<file path="src/hw/tfr_defines.svh">
// register offsets, reset values and fixed counts of the ring protection sublayer
// assumes inclusion by bare name from each design file
`ifndef TFR_DEFINES_SVH
`define TFR_DEFINES_SVH
`define TFR_OFF_CTRL 8'h00
`define TFR_OFF_SLOT 8'h04
`define TFR_OFF_STAT 8'h08
`define TFR_OFF_APS 8'h0c
`define TFR_CTRL_REPORT_BIT 0
`define TFR_CTRL_RST 1'b0
`define TFR_SLOT_RST 16'h5555
`define TFR_APS_FRAMES 2'd3
`define TFR_PROT_SLOTS 8
`define TFR_AIS_BYTE 8'hff
`define TFR_UNEQ_BYTE 8'h00
`define TFR_STAT_FAIL_BIT 0
`define TFR_STAT_DEGRADE_BIT 1
`define TFR_STAT_CAUSE_BIT 2
`define TFR_STAT_TRAIL_BIT 3
`endif

</file>
<file path="src/hw/tfr_pkg.sv">
// types shared by the ring protection sublayer modules
// assumes nothing beyond a SystemVerilog compiler
package tfr_pkg;
   typedef enum logic [2:0] {KIND_OTHER, KIND_PTR, KIND_PAYLOAD, KIND_K1, KIND_K2} tfr_kind_t;
   // one byte of the frame with its position; valid is the byte clock
   typedef struct packed {
      logic valid;
      logic frameStart;
      tfr_kind_t kind;
      logic [3:0] slot;
      logic [7:0] data;
   } tfr_beat_t;
   typedef enum logic [1:0] {SLOT_CARRY, SLOT_UNEQUIPPED, SLOT_SQUELCH, SLOT_SQUELCH_ALT} tfr_slot_mode_t;
   typedef struct packed {
      logic [7:0] k1Hold;
      logic [15:0] lastWord;
      logic [1:0] matchCnt;
      logic [15:0] accepted;
   } tfr_aps_state_t;
   typedef struct packed {
      logic reportEnable;
      logic [15:0] slotMode;
      logic [31:0] rdData;
      tfr_beat_t lineOut;
      tfr_beat_t workOut;
      tfr_beat_t protOut;
      tfr_beat_t ttSrcOut;
      tfr_beat_t ttSnkOut;
      logic serverFail;
      logic serverDegrade;
      logic trailFail;
      logic failCause;
   } tfr_top_state_t;
endpackage

</file>
<file path="src/hw/tfr_aps_filter.sv">
// three-frame persistence filter for the received K1/K2 switching word
// assumes one K1 and one K2 byte per frame on the incoming beat
`timescale 1ns/1ps
`default_nettype none
`include "tfr_defines.svh"
module tfr_aps_filter (
   // clock and reset
   input wire logic core_clk,
   input wire logic sys_rst,
   input wire logic clkEn,
   // incoming line beat
   input wire tfr_pkg::tfr_beat_t inBeat,
   // accepted word
   output logic [15:0] acceptedWord
);
   tfr_pkg::tfr_aps_state_t st_reg;
   tfr_pkg::tfr_aps_state_t st_next;
   logic [15:0] word;

   always_comb begin
      st_next = st_reg;
      word = {st_reg.k1Hold, inBeat.data};
      if (clkEn && inBeat.valid) begin
         if (inBeat.kind == tfr_pkg::KIND_K1) begin
            st_next.k1Hold = inBeat.data;
         end
         if (inBeat.kind == tfr_pkg::KIND_K2) begin
            if (word == st_reg.lastWord) begin
               if (st_reg.matchCnt != `TFR_APS_FRAMES) begin
                  st_next.matchCnt = st_reg.matchCnt + 2'd1;
               end
            end else begin
               st_next.matchCnt = 2'd1;
            end
            st_next.lastWord = word;
            // earlier value is held until the new one persists
            if (st_next.matchCnt == `TFR_APS_FRAMES) begin
               st_next.accepted = word;
            end
         end
      end
   end

   always_ff @(posedge core_clk) begin
      if (sys_rst) begin
         st_reg <= '0;
      end else begin
         st_reg <= st_next;
      end
   end

   assign acceptedWord = st_reg.accepted;

   property p_accept_persist;
      @(posedge core_clk) disable iff (sys_rst)
         (st_reg.accepted != $past(st_reg.accepted)) |-> (st_reg.matchCnt == 2'd3) && (st_reg.lastWord == st_reg.accepted);
   endproperty
   a_accept_persist: assert property (p_accept_persist) else $error("aps word accepted without three equal frames");

   property p_mismatch_restart;
      @(posedge core_clk) disable iff (sys_rst)
         (clkEn && inBeat.valid && inBeat.kind == tfr_pkg::KIND_K2 && {st_reg.k1Hold, inBeat.data} != st_reg.lastWord)
         |=> (st_reg.matchCnt == 2'd1) && (st_reg.accepted == $past(st_reg.accepted));
   endproperty
   a_mismatch_restart: assert property (p_mismatch_restart) else $error("aps mismatch did not restart count");
endmodule // tfr_aps_filter
`default_nettype wire

</file>
<file path="src/hw/tfr_slot_insert.sv">
// protection timeslot content selection: carry, unequipped or all-ones squelch
// assumes the timing beat carries a valid pointer in its pointer bytes
`timescale 1ns/1ps
`default_nettype none
`include "tfr_defines.svh"
module tfr_slot_insert #(
   parameter int PROT_SLOTS = `TFR_PROT_SLOTS
) (
   // position and data
   input wire tfr_pkg::tfr_beat_t timing,
   input wire logic [7:0] protData,
   input wire logic [2*PROT_SLOTS-1:0] slotMode,
   // chosen byte
   output logic [7:0] outData
);
   logic [PROT_SLOTS-1:0] squelchMask;
   logic [PROT_SLOTS-1:0] unequipMask;

   genvar i;
   generate
      for (i = 0; i < PROT_SLOTS; i++) begin : g_mode
         assign squelchMask[i] = slotMode[2*i+1];
         assign unequipMask[i] = (slotMode[2*i+1:2*i] == tfr_pkg::SLOT_UNEQUIPPED);
      end
   endgenerate

   always_comb begin
      outData = protData;
      if (timing.kind == tfr_pkg::KIND_PTR || timing.kind == tfr_pkg::KIND_PAYLOAD) begin
         if (squelchMask[timing.slot[2:0]]) begin
            outData = `TFR_AIS_BYTE;
         end else if (unequipMask[timing.slot[2:0]]) begin
            // the local pointer keeps the unused slot valid to the far end
            outData = (timing.kind == tfr_pkg::KIND_PTR) ? timing.data : `TFR_UNEQ_BYTE;
         end
      end
   end
endmodule // tfr_slot_insert
`default_nettype wire

</file>
<file path="src/hw/tfr_protection.sv">
// Notes on behaviour
// - unused protection slot gets unequipped content with a valid pointer
// - protection slot that would be misconnected is squelched to all ones
// - trail termination source passes data, clock and frame start unchanged
// - trail fail is reported for the working capacity when no connection exists
// - fail report cause is server fail in and report enable
// - source puts working group in slots 1 to 8, protection in 9 to 16
// - source writes the switching word into K1 and K2
// - sink splits slots 1 to 8 to working, 9 to 16 to protection
// - sink extracts the sixteen bit word, K1 then K2, every frame
// - sink accepts a new word only after three identical consecutive frames
// - working line output is routed from its own working tributary input
//
// top of the two-fibre shared ring protection sublayer
// assumes a frame timing beat from the neighbouring section functions, synchronous inputs
`timescale 1ns/1ps
`default_nettype none
`include "tfr_defines.svh"
module tfr_protection (
   // clock, reset, enable
   input wire logic core_clk,
   input wire logic sys_rst,
   input wire logic clkEn,
   // register port
   input wire logic [7:0] regAddr,
   input wire logic [31:0] regWrData,
   input wire logic regWr,
   input wire logic regRd,
   output logic [31:0] regRdData,
   // adaptation source
   input wire tfr_pkg::tfr_beat_t srcTiming,
   input wire logic [7:0] workingGroupData,
   input wire logic [7:0] protectionGroupData,
   input wire logic [15:0] ringSwitchWord,
   output tfr_pkg::tfr_beat_t lineOut,
   // adaptation sink
   input wire tfr_pkg::tfr_beat_t lineIn,
   input wire logic trailFailIn,
   input wire logic trailDegradeIn,
   output tfr_pkg::tfr_beat_t workingGroupOut,
   output tfr_pkg::tfr_beat_t protectionGroupOut,
   output logic [15:0] ringSwitchWordOut,
   output logic serverFailAction,
   output logic serverDegradeAction,
   // trail termination source
   input wire tfr_pkg::tfr_beat_t ttSrcIn,
   output tfr_pkg::tfr_beat_t ttSrcOut,
   // trail termination sink
   input wire tfr_pkg::tfr_beat_t ttSnkIn,
   input wire logic serverFailIn,
   output tfr_pkg::tfr_beat_t ttSnkOut,
   output logic trailFailAction,
   output logic failReportCause
);
   tfr_pkg::tfr_top_state_t st_reg;
   tfr_pkg::tfr_top_state_t st_next;
   logic [7:0] protChosen;
   logic [15:0] apsAccepted;
   logic carried;
   logic lineCarried;

   // ------------------------------------------------------------
   // protection slot insertion and switching word filter
   // ------------------------------------------------------------
   tfr_slot_insert #(
      .PROT_SLOTS(`TFR_PROT_SLOTS)
   ) u_insert (
      .timing(srcTiming),
      .protData(protectionGroupData),
      .slotMode(st_reg.slotMode),
      .outData(protChosen)
   );

   tfr_aps_filter u_aps (
      .core_clk(core_clk),
      .sys_rst(sys_rst),
      .clkEn(clkEn),
      .inBeat(lineIn),
      .acceptedWord(apsAccepted)
   );

   assign carried = (srcTiming.kind == tfr_pkg::KIND_PTR) || (srcTiming.kind == tfr_pkg::KIND_PAYLOAD);
   assign lineCarried = (lineIn.kind == tfr_pkg::KIND_PTR) || (lineIn.kind == tfr_pkg::KIND_PAYLOAD);

   // ------------------------------------------------------------
   // next state
   // ------------------------------------------------------------
   always_comb begin
      st_next = st_reg;
      if (clkEn) begin
         // register port; read data live for one cycle only
         st_next.rdData = '0;
         if (regWr) begin
            case (regAddr)
               `TFR_OFF_CTRL: st_next.reportEnable = regWrData[`TFR_CTRL_REPORT_BIT];
               `TFR_OFF_SLOT: st_next.slotMode = regWrData[15:0];
               default: st_next.reportEnable = st_reg.reportEnable;
            endcase
         end
         if (regRd) begin
            case (regAddr)
               `TFR_OFF_CTRL: st_next.rdData = {31'h0, st_reg.reportEnable};
               `TFR_OFF_SLOT: st_next.rdData = {16'h0, st_reg.slotMode};
               `TFR_OFF_STAT: st_next.rdData = {28'h0, st_reg.trailFail, st_reg.failCause,
                                                st_reg.serverDegrade, st_reg.serverFail};
               `TFR_OFF_APS: st_next.rdData = {16'h0, apsAccepted};
               default: st_next.rdData = '0;
            endcase
         end

         // adaptation source: timing beat gives position, content chosen per slot
         st_next.lineOut = srcTiming;
         if (carried) begin
            if (!srcTiming.slot[3]) begin
               st_next.lineOut.data = workingGroupData;
            end else begin
               st_next.lineOut.data = protChosen;
            end
         end else if (srcTiming.kind == tfr_pkg::KIND_K1) begin
            st_next.lineOut.data = ringSwitchWord[15:8];
         end else if (srcTiming.kind == tfr_pkg::KIND_K2) begin
            st_next.lineOut.data = ringSwitchWord[7:0];
         end

         // adaptation sink: each group sees only its own slots
         st_next.workOut = lineIn;
         st_next.protOut = lineIn;
         st_next.workOut.valid = lineIn.valid && lineCarried && !lineIn.slot[3];
         st_next.protOut.valid = lineIn.valid && lineCarried && lineIn.slot[3];
         st_next.serverFail = trailFailIn;
         st_next.serverDegrade = trailDegradeIn;

         // trail termination source: plain pass
         st_next.ttSrcOut = ttSrcIn;

         // trail termination sink: fail of the protected working trail
         st_next.ttSnkOut = ttSnkIn;
         st_next.trailFail = serverFailIn;
         st_next.failCause = serverFailIn && st_reg.reportEnable;
      end
   end

   // ------------------------------------------------------------
   // state register
   // ------------------------------------------------------------
   always_ff @(posedge core_clk) begin
      if (sys_rst) begin
         st_reg <= '0;
         st_reg.reportEnable <= `TFR_CTRL_RST;
         st_reg.slotMode <= `TFR_SLOT_RST;
      end else begin
         st_reg <= st_next;
      end
   end

   // ------------------------------------------------------------
   // outputs
   // ------------------------------------------------------------
   assign regRdData = st_reg.rdData;
   assign lineOut = st_reg.lineOut;
   assign workingGroupOut = st_reg.workOut;
   assign protectionGroupOut = st_reg.protOut;
   // filter output already comes from its own flip-flop
   assign ringSwitchWordOut = apsAccepted;
   assign serverFailAction = st_reg.serverFail;
   assign serverDegradeAction = st_reg.serverDegrade;
   assign ttSrcOut = st_reg.ttSrcOut;
   assign ttSnkOut = st_reg.ttSnkOut;
   assign trailFailAction = st_reg.trailFail;
   assign failReportCause = st_reg.failCause;

   // ------------------------------------------------------------
   // checks
   // ------------------------------------------------------------
   property p_unequipped;
      @(posedge core_clk) disable iff (sys_rst)
         (clkEn && srcTiming.kind == tfr_pkg::KIND_PAYLOAD && srcTiming.slot[3]
          && st_reg.slotMode[{srcTiming.slot[2:0], 1'b0} +: 2] == tfr_pkg::SLOT_UNEQUIPPED)
         |=> (lineOut.data == 8'h00);
   endproperty
   a_unequipped: assert property (p_unequipped) else $error("unused protection slot not unequipped");

   property p_unequipped_ptr;
      @(posedge core_clk) disable iff (sys_rst)
         (clkEn && srcTiming.kind == tfr_pkg::KIND_PTR && srcTiming.slot[3]
          && st_reg.slotMode[{srcTiming.slot[2:0], 1'b0} +: 2] == tfr_pkg::SLOT_UNEQUIPPED)
         |=> (lineOut.data == $past(srcTiming.data));
   endproperty
   a_unequipped_ptr: assert property (p_unequipped_ptr) else $error("unequipped slot lost its pointer");

   property p_squelch;
      @(posedge core_clk) disable iff (sys_rst)
         (clkEn && carried && srcTiming.slot[3] && st_reg.slotMode[{srcTiming.slot[2:0], 1'b1}])
         |=> (lineOut.data == 8'hff);
   endproperty
   a_squelch: assert property (p_squelch) else $error("misconnected slot not squelched");

   property p_tt_pass;
      @(posedge core_clk) disable iff (sys_rst)
         clkEn |=> (ttSrcOut == $past(ttSrcIn));
   endproperty
   a_tt_pass: assert property (p_tt_pass) else $error("trail source altered its signal");

   property p_cause;
      @(posedge core_clk) disable iff (sys_rst)
         clkEn |=> (failReportCause == ($past(serverFailIn) && $past(st_reg.reportEnable)));
   endproperty
   a_cause: assert property (p_cause) else $error("fail report cause wrong");

   property p_working_slots;
      @(posedge core_clk) disable iff (sys_rst)
         (clkEn && srcTiming.kind == tfr_pkg::KIND_PAYLOAD && !srcTiming.slot[3])
         |=> (lineOut.data == $past(workingGroupData)) && (lineOut.slot == $past(srcTiming.slot));
   endproperty
   a_working_slots: assert property (p_working_slots) else $error("working byte not in slots 1 to 8");

   property p_k_bytes;
      @(posedge core_clk) disable iff (sys_rst)
         (clkEn && srcTiming.kind == tfr_pkg::KIND_K1) ##1 (clkEn && srcTiming.kind == tfr_pkg::KIND_K2)
         |=> (lineOut.data == $past(ringSwitchWord[7:0])) && ($past(lineOut.data) == $past(ringSwitchWord[15:8], 2));
   endproperty
   a_k_bytes: assert property (p_k_bytes) else $error("switching word not in K1 K2");

   property p_split;
      @(posedge core_clk) disable iff (sys_rst)
         (clkEn && lineIn.valid && lineCarried)
         |=> (workingGroupOut.valid != protectionGroupOut.valid) && (protectionGroupOut.valid == $past(lineIn.slot[3]));
   endproperty
   a_split: assert property (p_split) else $error("sink split wrong group");

   property p_server_follow;
      @(posedge core_clk) disable iff (sys_rst)
         clkEn |=> (serverFailAction == $past(trailFailIn)) && (serverDegradeAction == $past(trailDegradeIn));
   endproperty
   a_server_follow: assert property (p_server_follow) else $error("server actions do not follow trail");

   property p_trail_fail;
      @(posedge core_clk) disable iff (sys_rst)
         (clkEn && serverFailIn) |=> trailFailAction;
   endproperty
   a_trail_fail: assert property (p_trail_fail) else $error("trail fail not raised");

   property p_read_once;
      @(posedge core_clk) disable iff (sys_rst)
         (clkEn && !regRd) |=> (regRdData == 32'h0);
   endproperty
   a_read_once: assert property (p_read_once) else $error("read data outside its cycle");

   // a frozen block must not drift, or a paused stream would resume misaligned
   property p_freeze;
      @(posedge core_clk) disable iff (sys_rst)
         !clkEn |=> $stable(st_reg);
   endproperty
   a_freeze: assert property (p_freeze) else $error("state moved while clock enable low");

   property p_carry;
      @(posedge core_clk) disable iff (sys_rst)
         (clkEn && carried && srcTiming.slot[3]
          && st_reg.slotMode[{srcTiming.slot[2:0], 1'b0} +: 2] == tfr_pkg::SLOT_CARRY)
         |=> (lineOut.data == $past(protectionGroupData));
   endproperty
   a_carry: assert property (p_carry) else $error("protection byte not in slots 9 to 16");

   property p_src_position;
      @(posedge core_clk) disable iff (sys_rst)
         clkEn |=> (lineOut.valid == $past(srcTiming.valid)) && (lineOut.kind == $past(srcTiming.kind))
            && (lineOut.frameStart == $past(srcTiming.frameStart));
   endproperty
   a_src_position: assert property (p_src_position) else $error("line beat lost its position");

   property p_sink_data;
      @(posedge core_clk) disable iff (sys_rst)
         clkEn |=> (workingGroupOut.data == $past(lineIn.data)) && (protectionGroupOut.slot == $past(lineIn.slot));
   endproperty
   a_sink_data: assert property (p_sink_data) else $error("sink group altered the line byte");

   property p_k_outside;
      @(posedge core_clk) disable iff (sys_rst)
         (clkEn && !lineCarried) |=> !workingGroupOut.valid && !protectionGroupOut.valid;
   endproperty
   a_k_outside: assert property (p_k_outside) else $error("overhead byte reached a group");

   property p_trail_clear;
      @(posedge core_clk) disable iff (sys_rst)
         (clkEn && !serverFailIn) |=> !trailFailAction;
   endproperty
   a_trail_clear: assert property (p_trail_clear) else $error("trail fail held without server fail");

   property p_aps_read;
      @(posedge core_clk) disable iff (sys_rst)
         (clkEn && regRd && regAddr == `TFR_OFF_APS) |=> (regRdData == {16'h0, $past(apsAccepted)});
   endproperty
   a_aps_read: assert property (p_aps_read) else $error("switching word read back wrong");

   property p_status_read;
      @(posedge core_clk) disable iff (sys_rst)
         (clkEn && regRd && regAddr == `TFR_OFF_STAT)
         |=> (regRdData[3:0] == $past({trailFailAction, failReportCause, serverDegradeAction, serverFailAction}));
   endproperty
   a_status_read: assert property (p_status_read) else $error("status read disagrees with outputs");
endmodule // tfr_protection
`default_nettype wire

</file>
<file path="config.mk">
export PLATFORM = sky130hd
export DESIGN_NAME = tfr_protection
export DESIGN_NICKNAME = d
export VERILOG_FILES = /design/src/hw/tfr_pkg.sv /design/src/hw/tfr_aps_filter.sv /design/src/hw/tfr_slot_insert.sv /design/src/hw/tfr_protection.sv
export VERILOG_INCLUDE_DIRS = /design/src /design/src/hw
export SDC_FILE = /design/constraint.sdc
export NUM_CORES = 1
export LEC_CHECK = 0
export BUFFER_PORTS_ARGS = -buffer_cell sky130_fd_sc_hd__buf_4
export CAP_MARGIN = 20
export CELL_PAD_IN_SITES_DETAIL_PLACEMENT = 1
export CELL_PAD_IN_SITES_GLOBAL_PLACEMENT = 1
export CORE_ASPECT_RATIO = 0.6
export CORE_MARGIN = 5
export CORE_UTILIZATION = 39
export DETAILED_ROUTE_END_ITERATION = 7
export PLACE_DENSITY = 0.92
export SLEW_MARGIN = 25
export SYNTH_ARGS = -nofsm -noshare
export SYNTH_HDL_FRONTEND = slang
export SYNTH_SLANG_ARGS = --single-unit
</file>
<file path="constraint.sdc">
create_clock -name core_clk -period 3.7 [get_ports core_clk]
set_input_delay 0.555 -clock core_clk [delete_from_list [all_inputs] [get_ports core_clk]]
set_output_delay 0.555 -clock core_clk [all_outputs]
set_load 0.03 [all_outputs]
</file>
==> results.tsv, run 1 <==
stage	metric	value	unit
outcome	status	finished, final reports clean	
sta	FMAX	420	MHz
floorplan	area of the die	23400	um2
power_and_ir_drop	PwrDens	431	nW/um2
finish	area of the multi-input gates	3760	um2
cts	setup repair bufs after CTS	0	
cts	CTS tree	yes	
global_routing	first-pass GRT wire length	40.8	mm
sta	crit path setup slack, layout	1.32	ns
cts	root buf cell	clkbuf_16	
flow_run	Max-cap violations	0	
sta	post-layout minimum cycle time	2.38	ns
sta	final setup fails	0	
cts	total CTS buffers	17	
cts	number of H-tree levels	4	
setup_path	Crit path max-delay family	simple AND/OR/NAND/NOR gates	
yosys	count of different cell masters after synthesis	47	
sta	Clock Skews	0.00937	ns
drt	drt wl/cell	20.8	um
cts	Worst-Skew Late Latency	0.43	ns
finish	number of fillers in the final layout	2322	
yosys	share of synthesized flip-flops with an asynchronous set or reset	0	%
drt	DR DRC count	0	
global_routing	pin count of the biggest net entering global routing	70	
setup_path	Worst path slowest cell	nor2_2	
placed_design	Placed Cells incl. Taps	1256	
setup_path	Crit Path Class	in -> reg	
floorplan	CORE AREA	20000	um2
yosys	cell taking the most area after synthesis	dfxtp_1	
sta	fin. max-slew vios	0	
placed_design	Detail Placement HPWL	19.4	mm
finish	Final #Nets	1150	
sta	Slew headroom	43.7	%
yosys	Post-synth EDFFs	0	
yosys	top cells by area, synth	dfxtp_1, buf_4, mux2i_1	
drt	Initial DRC Count	474	
yosys	dominant synthesized flop cell	dfxtp_1	
placed_design	number of port buffers	252	
sta	RSZ-0062 raised after global routing	false	
global_routing	grt ovf	0	
finish	max reg flops	26	
power_and_ir_drop	Power, Total	4150	uW
finish	fraction of layout cells with a size suffix above 1	31.9	%
floorplan	initial core utilization	39.6	%
yosys	Seq/Total Area, Yosys	37.4	%
worst_hold_path	worst hold path class	in -> reg	
floorplan	die height	120	um
finish	area delta synth->final	21.5	%
placed_design	dpl ws	0.923	ns
finish	diode count	0	
floorplan	# IOs	285	
sta	Worst Tran Pin Value	0.842	ns
setup_path	startpoint types	primary input	
cts	CTS sink count	148	
setup_path	crit end category	flip-flop	
yosys	Post-Syn Area	7930	um2
power_and_ir_drop	LEAKAGE	0.00421	uW
yosys	most common cell in the netlist	dfxtp_1	
power_and_ir_drop	VDD IR max	0.325	mV
global_routing	Tot GR Track Use	22.2	%
drt	Routed WL	26.7	mm
global_routing	initial antenna violation count	0	
drt	DRT antenna net count	0	
sta	Hold Violations, Final	0	
finish	final cell count without fillers	1288	
yosys	yosys warns	0	
setup_path	CP max stage delay	0.78	ns
drt	DR vias/cell	5.27	
cts	Bufs on Longest Clock Path	2	
cts	Worst-path clk slew	0.07	ns
cts	# hold bufs at CTS	0	
setup_path	critical path cell sequence	buf_4, nor4_2, nand4_2, nor2_2, nand2_1, a21oi_1	
setup_path	Worst Path Max Fanout	18	
setup_path	worst path arrival time	2.74	ns
yosys	number of synthesized register bits	148	
yosys	Gate Count Post-Synth	898	
floorplan	width of the chip	194	um
placed_design	GPL Wtd Cong	0.848	
sta	total negative setup slack	0	ns
drt	routed via count	6785	
setup_path	Worst Path Required	4.06	ns
yosys	top cell type's share of synthesized area	37.4	%
cts	post-CTS sizing	0	
global_routing	vias in the first global route	7029	
sta	crit share post-route	64.4	%
setup_path	Crit path buffers/inverters	1	
yosys	Mapped Avg Cell Area	8.83	um2
floorplan	Rows	40	
finish	storage element area	2960	um2
yosys	top post-synthesis cells by count	dfxtp_1, buf_4, nor2_1, mux2i_1, nand2_1	
drt	number of iterations in the first detailed-routing pass	5	
## layout make-up
class,instances,share of cell area (%)
multi-input cells,573,39.0
well taps,273,3.54
flip-flops and latches,148,30.7
clock buffers,18,4.45
repair buffers,259,20.3
clock inverters,14,1.83
inverters,3,0.117
## logic make-up (layout without fill, tap and decap cells)
kind of cell           after synthesis  in the layout  share of synthesized area, %
AND/OR/NAND/NOR                    303            303                          18.5
flip-flops                         148            148                          37.4
other                                1             16                        0.0473
buffers and inverters              192            294                          16.0
XOR/XNOR                            18             18                          1.99
AO/OA/AOI/OAI                      121            121                          10.3
multiplexers                       115            115                          15.8
## path summary, 6_finish.rpt
kind,slack [ns],start,end,cells past startpoint
worst max-delay path,1.32,regAddr[1],st_reg[134],6
worst min-delay path,0.34,regWrData[4],st_reg[125],3
worst max register to register,1.48,st_reg[133],lineOut[7],5
worst min register to register,0.46,lineOut[11],lineOut[11],2
## cell usage in the layout (no fill, tap or decap), types with 16 or more instances in the layout
cell         n
xor2_1      16
nand2_1     82
mux2i_1     87
dfxtp_1    148
nor2_1     100
conb_1      16
nand2b_1    37
a21oi_1     32
buf_4      258
mux2_2      23
o21ai_0     24
clkbuf_16   17
## report_power, final
group	internal (uW)	switching (uW)	total (uW)
Combinational	270	383	653
Sequential	1640	36.8	1680
Clock	1070	746	1810
Total	2980	1170	4150
## tightest hold or removal path, delay by kind of cell
kind | cells | cell delay [ns]
AND/OR/NAND/NOR | 2 | 0.10
buffers and inverters | 1 | 0.08
## stage by stage
stage               hold WS (ns)  util (%)  cell area [um2]
floorplan                  0.441         -             7980
global placement           0.453      45.1             9020
detailed placement         0.458      45.1             9020
CTS                        0.316      48.1             9630
global route               0.321      48.1             9640
finish                     0.338      48.1             9640
## per-layer routing
metal	vias up	global-route usage, %	part of all wire, %
li1	3161	-	-
met5	-	0	0
met3	21	7.13	7.8
met2	255	35.4	46
met1	3348	29.4	45
met4	0	5.66	1.0
No activity file was read; power rests on OpenSTA's default activity.
==> inputs of run 2 (changes only) <==
--- a/config.mk
+++ b/config.mk
@@ -12,9 +12,9 @@
 export CELL_PAD_IN_SITES_GLOBAL_PLACEMENT = 1
 export CORE_ASPECT_RATIO = 0.6
 export CORE_MARGIN = 5
-export CORE_UTILIZATION = 39
+export CORE_UTILIZATION = 37
 export DETAILED_ROUTE_END_ITERATION = 7
-export PLACE_DENSITY = 0.92
+export PLACE_DENSITY = 0.88
 export SLEW_MARGIN = 25
 export SYNTH_ARGS = -nofsm -noshare
 export SYNTH_HDL_FRONTEND = slang
==> constraint.sdc (replaced) <==
create_clock -name core_clk -period 2.4 [get_ports core_clk]
set_input_delay 0.36 -clock core_clk [delete_from_list [all_inputs] [get_ports core_clk]]
set_output_delay 0.36 -clock core_clk [all_outputs]
set_load 0.03 [all_outputs]
==> run 2 against run 1 <==
Effect of this change:
- global-route usage decreased by 1.3 points
- sequential power rose by 54%
- clock power up 54%
- combinational power up 56%
- clock-buffer cell count increased by 3
- clock skew grew 0.0060 ns
- critical endpoint is now lineOut[1]
- largest cell class unchanged
==> results.tsv, run 2 (same netlist as run 1, synthesis figures left out) <==
stage	metric	value	unit
cts	root buf cell	clkbuf_16	
setup_path	Worst Path Max Fanout	8	
cts	CTS sink count	148	
sta	post-layout minimum cycle time	2.23	ns
cts	post-CTS sizing	0	
worst_hold_path	worst hold path class	in -> reg	
setup_path	FF-to-FF Start	st_reg[133]	
finish	number of fillers in the final layout	2492	
finish	fraction of layout cells with a size suffix above 1	32.8	%
sta	Worst Tran Pin Value	1.02	ns
drt	DR vias/cell	5.16	
sta	FMAX	449	MHz
finish	Final Util	46.4	%
finish	Final #Nets	1163	
floorplan	die height	123	um
setup_path	Crit Path Class	reg -> reg	
placed_design	number of port buffers	252	
drt	Initial DRC Count	575	
setup_path	flop2flop setup slack	0.17	ns
global_routing	vias in the first global route	6848	
flow_run	Max-cap violations	0	
setup_path	Worst Path Required	2.68	ns
global_routing	initial antenna violation count	0	
drt	routed via count	6754	
cts	setup repair bufs after CTS	0	
cts	# hold bufs at CTS	0	
global_routing	pin count of the biggest net entering global routing	77	
power_and_ir_drop	LEAKAGE	0.00429	uW
drt	DR DRC count	0	
drt	Routed WL	26.5	mm
global_routing	grt ovf	0	
floorplan	initial core utilization	37.7	%
finish	commonest non-fill, non-tap cells in the layout	buf_4, dfxtp_1, nor2_1, mux2i_1, nand2_1	
finish	max reg flops	26	
setup_path	startpoint types	flip-flop	
finish	commonest non-fill, non-tap cell in the layout	buf_4	
sta	Hold Violations, Final	0	
floorplan	area of the die	24500	um2
sta	Clock Skews	0.0154	ns
placed_design	GPL Wtd Cong	0.884	
setup_path	Worst path slowest cell	nor4_1	
power_and_ir_drop	PwrDens	655	nW/um2
cts	number of H-tree levels	4	
cts	Worst-Skew Late Latency	0.43	ns
finish	area delta synth->final	23.1	%
outcome	status	finished, final reports clean	
placed_design	Detail Placement HPWL	20.1	mm
global_routing	first-pass GRT wire length	39.4	mm
drt	DRT antenna net count	0	
sta	crit share post-route	92.9	%
cts	CTS tree	yes	
global_routing	Tot GR Track Use	20.9	%
setup_path	r2r endpoint	lineOut[1]	
setup_path	Crit path max-delay family	simple AND/OR/NAND/NOR gates	
cts	Worst-path clk slew	0.06	ns
setup_path	critical path cell sequence	or3b_4, nand2_1, o22ai_1, nor4_1, a31oi_1	
floorplan	Rows	41	
sta	Slew headroom	31.7	%
drt	drt wl/cell	20.3	um
sta	total negative setup slack	0	ns
setup_path	crit end category	flip-flop	
cts	Bufs on Longest Clock Path	2	
floorplan	CORE AREA	21000	um2
sta	fin. max-slew vios	0	
setup_path	Crit. path cell count	5	
setup_path	CP max stage delay	0.67	ns
setup_path	Reg2Reg Depth	5	
cts	total CTS buffers	17	
setup_path	Worst Setup SP	st_reg[133]	
power_and_ir_drop	VDD IR max	0.470	mV
setup_path	Worst setup endpoint	lineOut[1]	
floorplan	width of the chip	199	um
drt	number of iterations in the first detailed-routing pass	6	
setup_path	worst path arrival time	2.51	ns
floorplan	# IOs	285	
setup_path	Crit path buffers/inverters	0	
sta	final setup fails	0	
sta	RSZ-0062 raised after global routing	false	
[run 2: worst min-delay path by stage]
stage | start | endpoint | slack, ns | cells after the start
5_1_grt | regWrData[8] | st_reg[129] | 0.14 | 3
3_3_place_gp | u_aps.st_reg[22] | u_aps.st_reg[22] | 0.45 | 2
4_1_cts | regWrData[8] | st_reg[129] | 0.12 | 3
6_report | regWrData[8] | st_reg[129] | 0.15 | 3
2_1_floorplan | protectionGroupOut[16] | protectionGroupOut[16] | 0.44 | 2
3_5_place_dp | u_aps.st_reg[23] | u_aps.st_reg[23] | 0.46 | 2
[run 2: layout make-up]
cell class,instances,area [um2],area share [%]
multi-input cells,573,3750,38.5
flip-flops and latches,148,2960,30.4
repair buffers,272,2070,21.2
clock buffers,21,460,4.72
well taps,279,349,3.58
clock inverters,11,150,1.54
inverters,3,11.3,0.115
diodes,1,2.50,0.0256
[run 2: where the power goes]
part	switching, uW	leakage, uW	internal [uW]
sequential	52.2	0.00121	2540
combinational	590	0.00279	427
clock	1090	0.000294	1700
[run 2: metal layers]
metal	up-vias	track usage, %	part of all wire (%)
met2	280	32.2	44
met4	0	6.32	1.7
met5	-	0	0
met3	35	6.37	9.3
li1	3192	-	-
met1	3247	28.5	45
[run 2: worst register-to-register path, stage by stage, from the launching register on]
cell and delay, ns:
dfxtp_1 0.44, or3b_4 0.42, nand2_1 0.24, o22ai_1 0.16, nor4_1 0.67, a31oi_1 0.17
[run 2: stage by stage]
step,cell area [um2],worst slack [ns],power [uW],instances,hold WS (ns)
2_1_floorplan,7980,0.711,3330,913,0.441
3_3_place_gp,9140,0.252,3630,1275,0.453
3_5_place_dp,9140,0.0603,3650,1275,0.463
4_1_cts,9750,0.348,6460,1307,0.124
5_1_grt,9750,0.157,6650,1307,0.138
6_report,9760,0.171,6400,1308,0.147
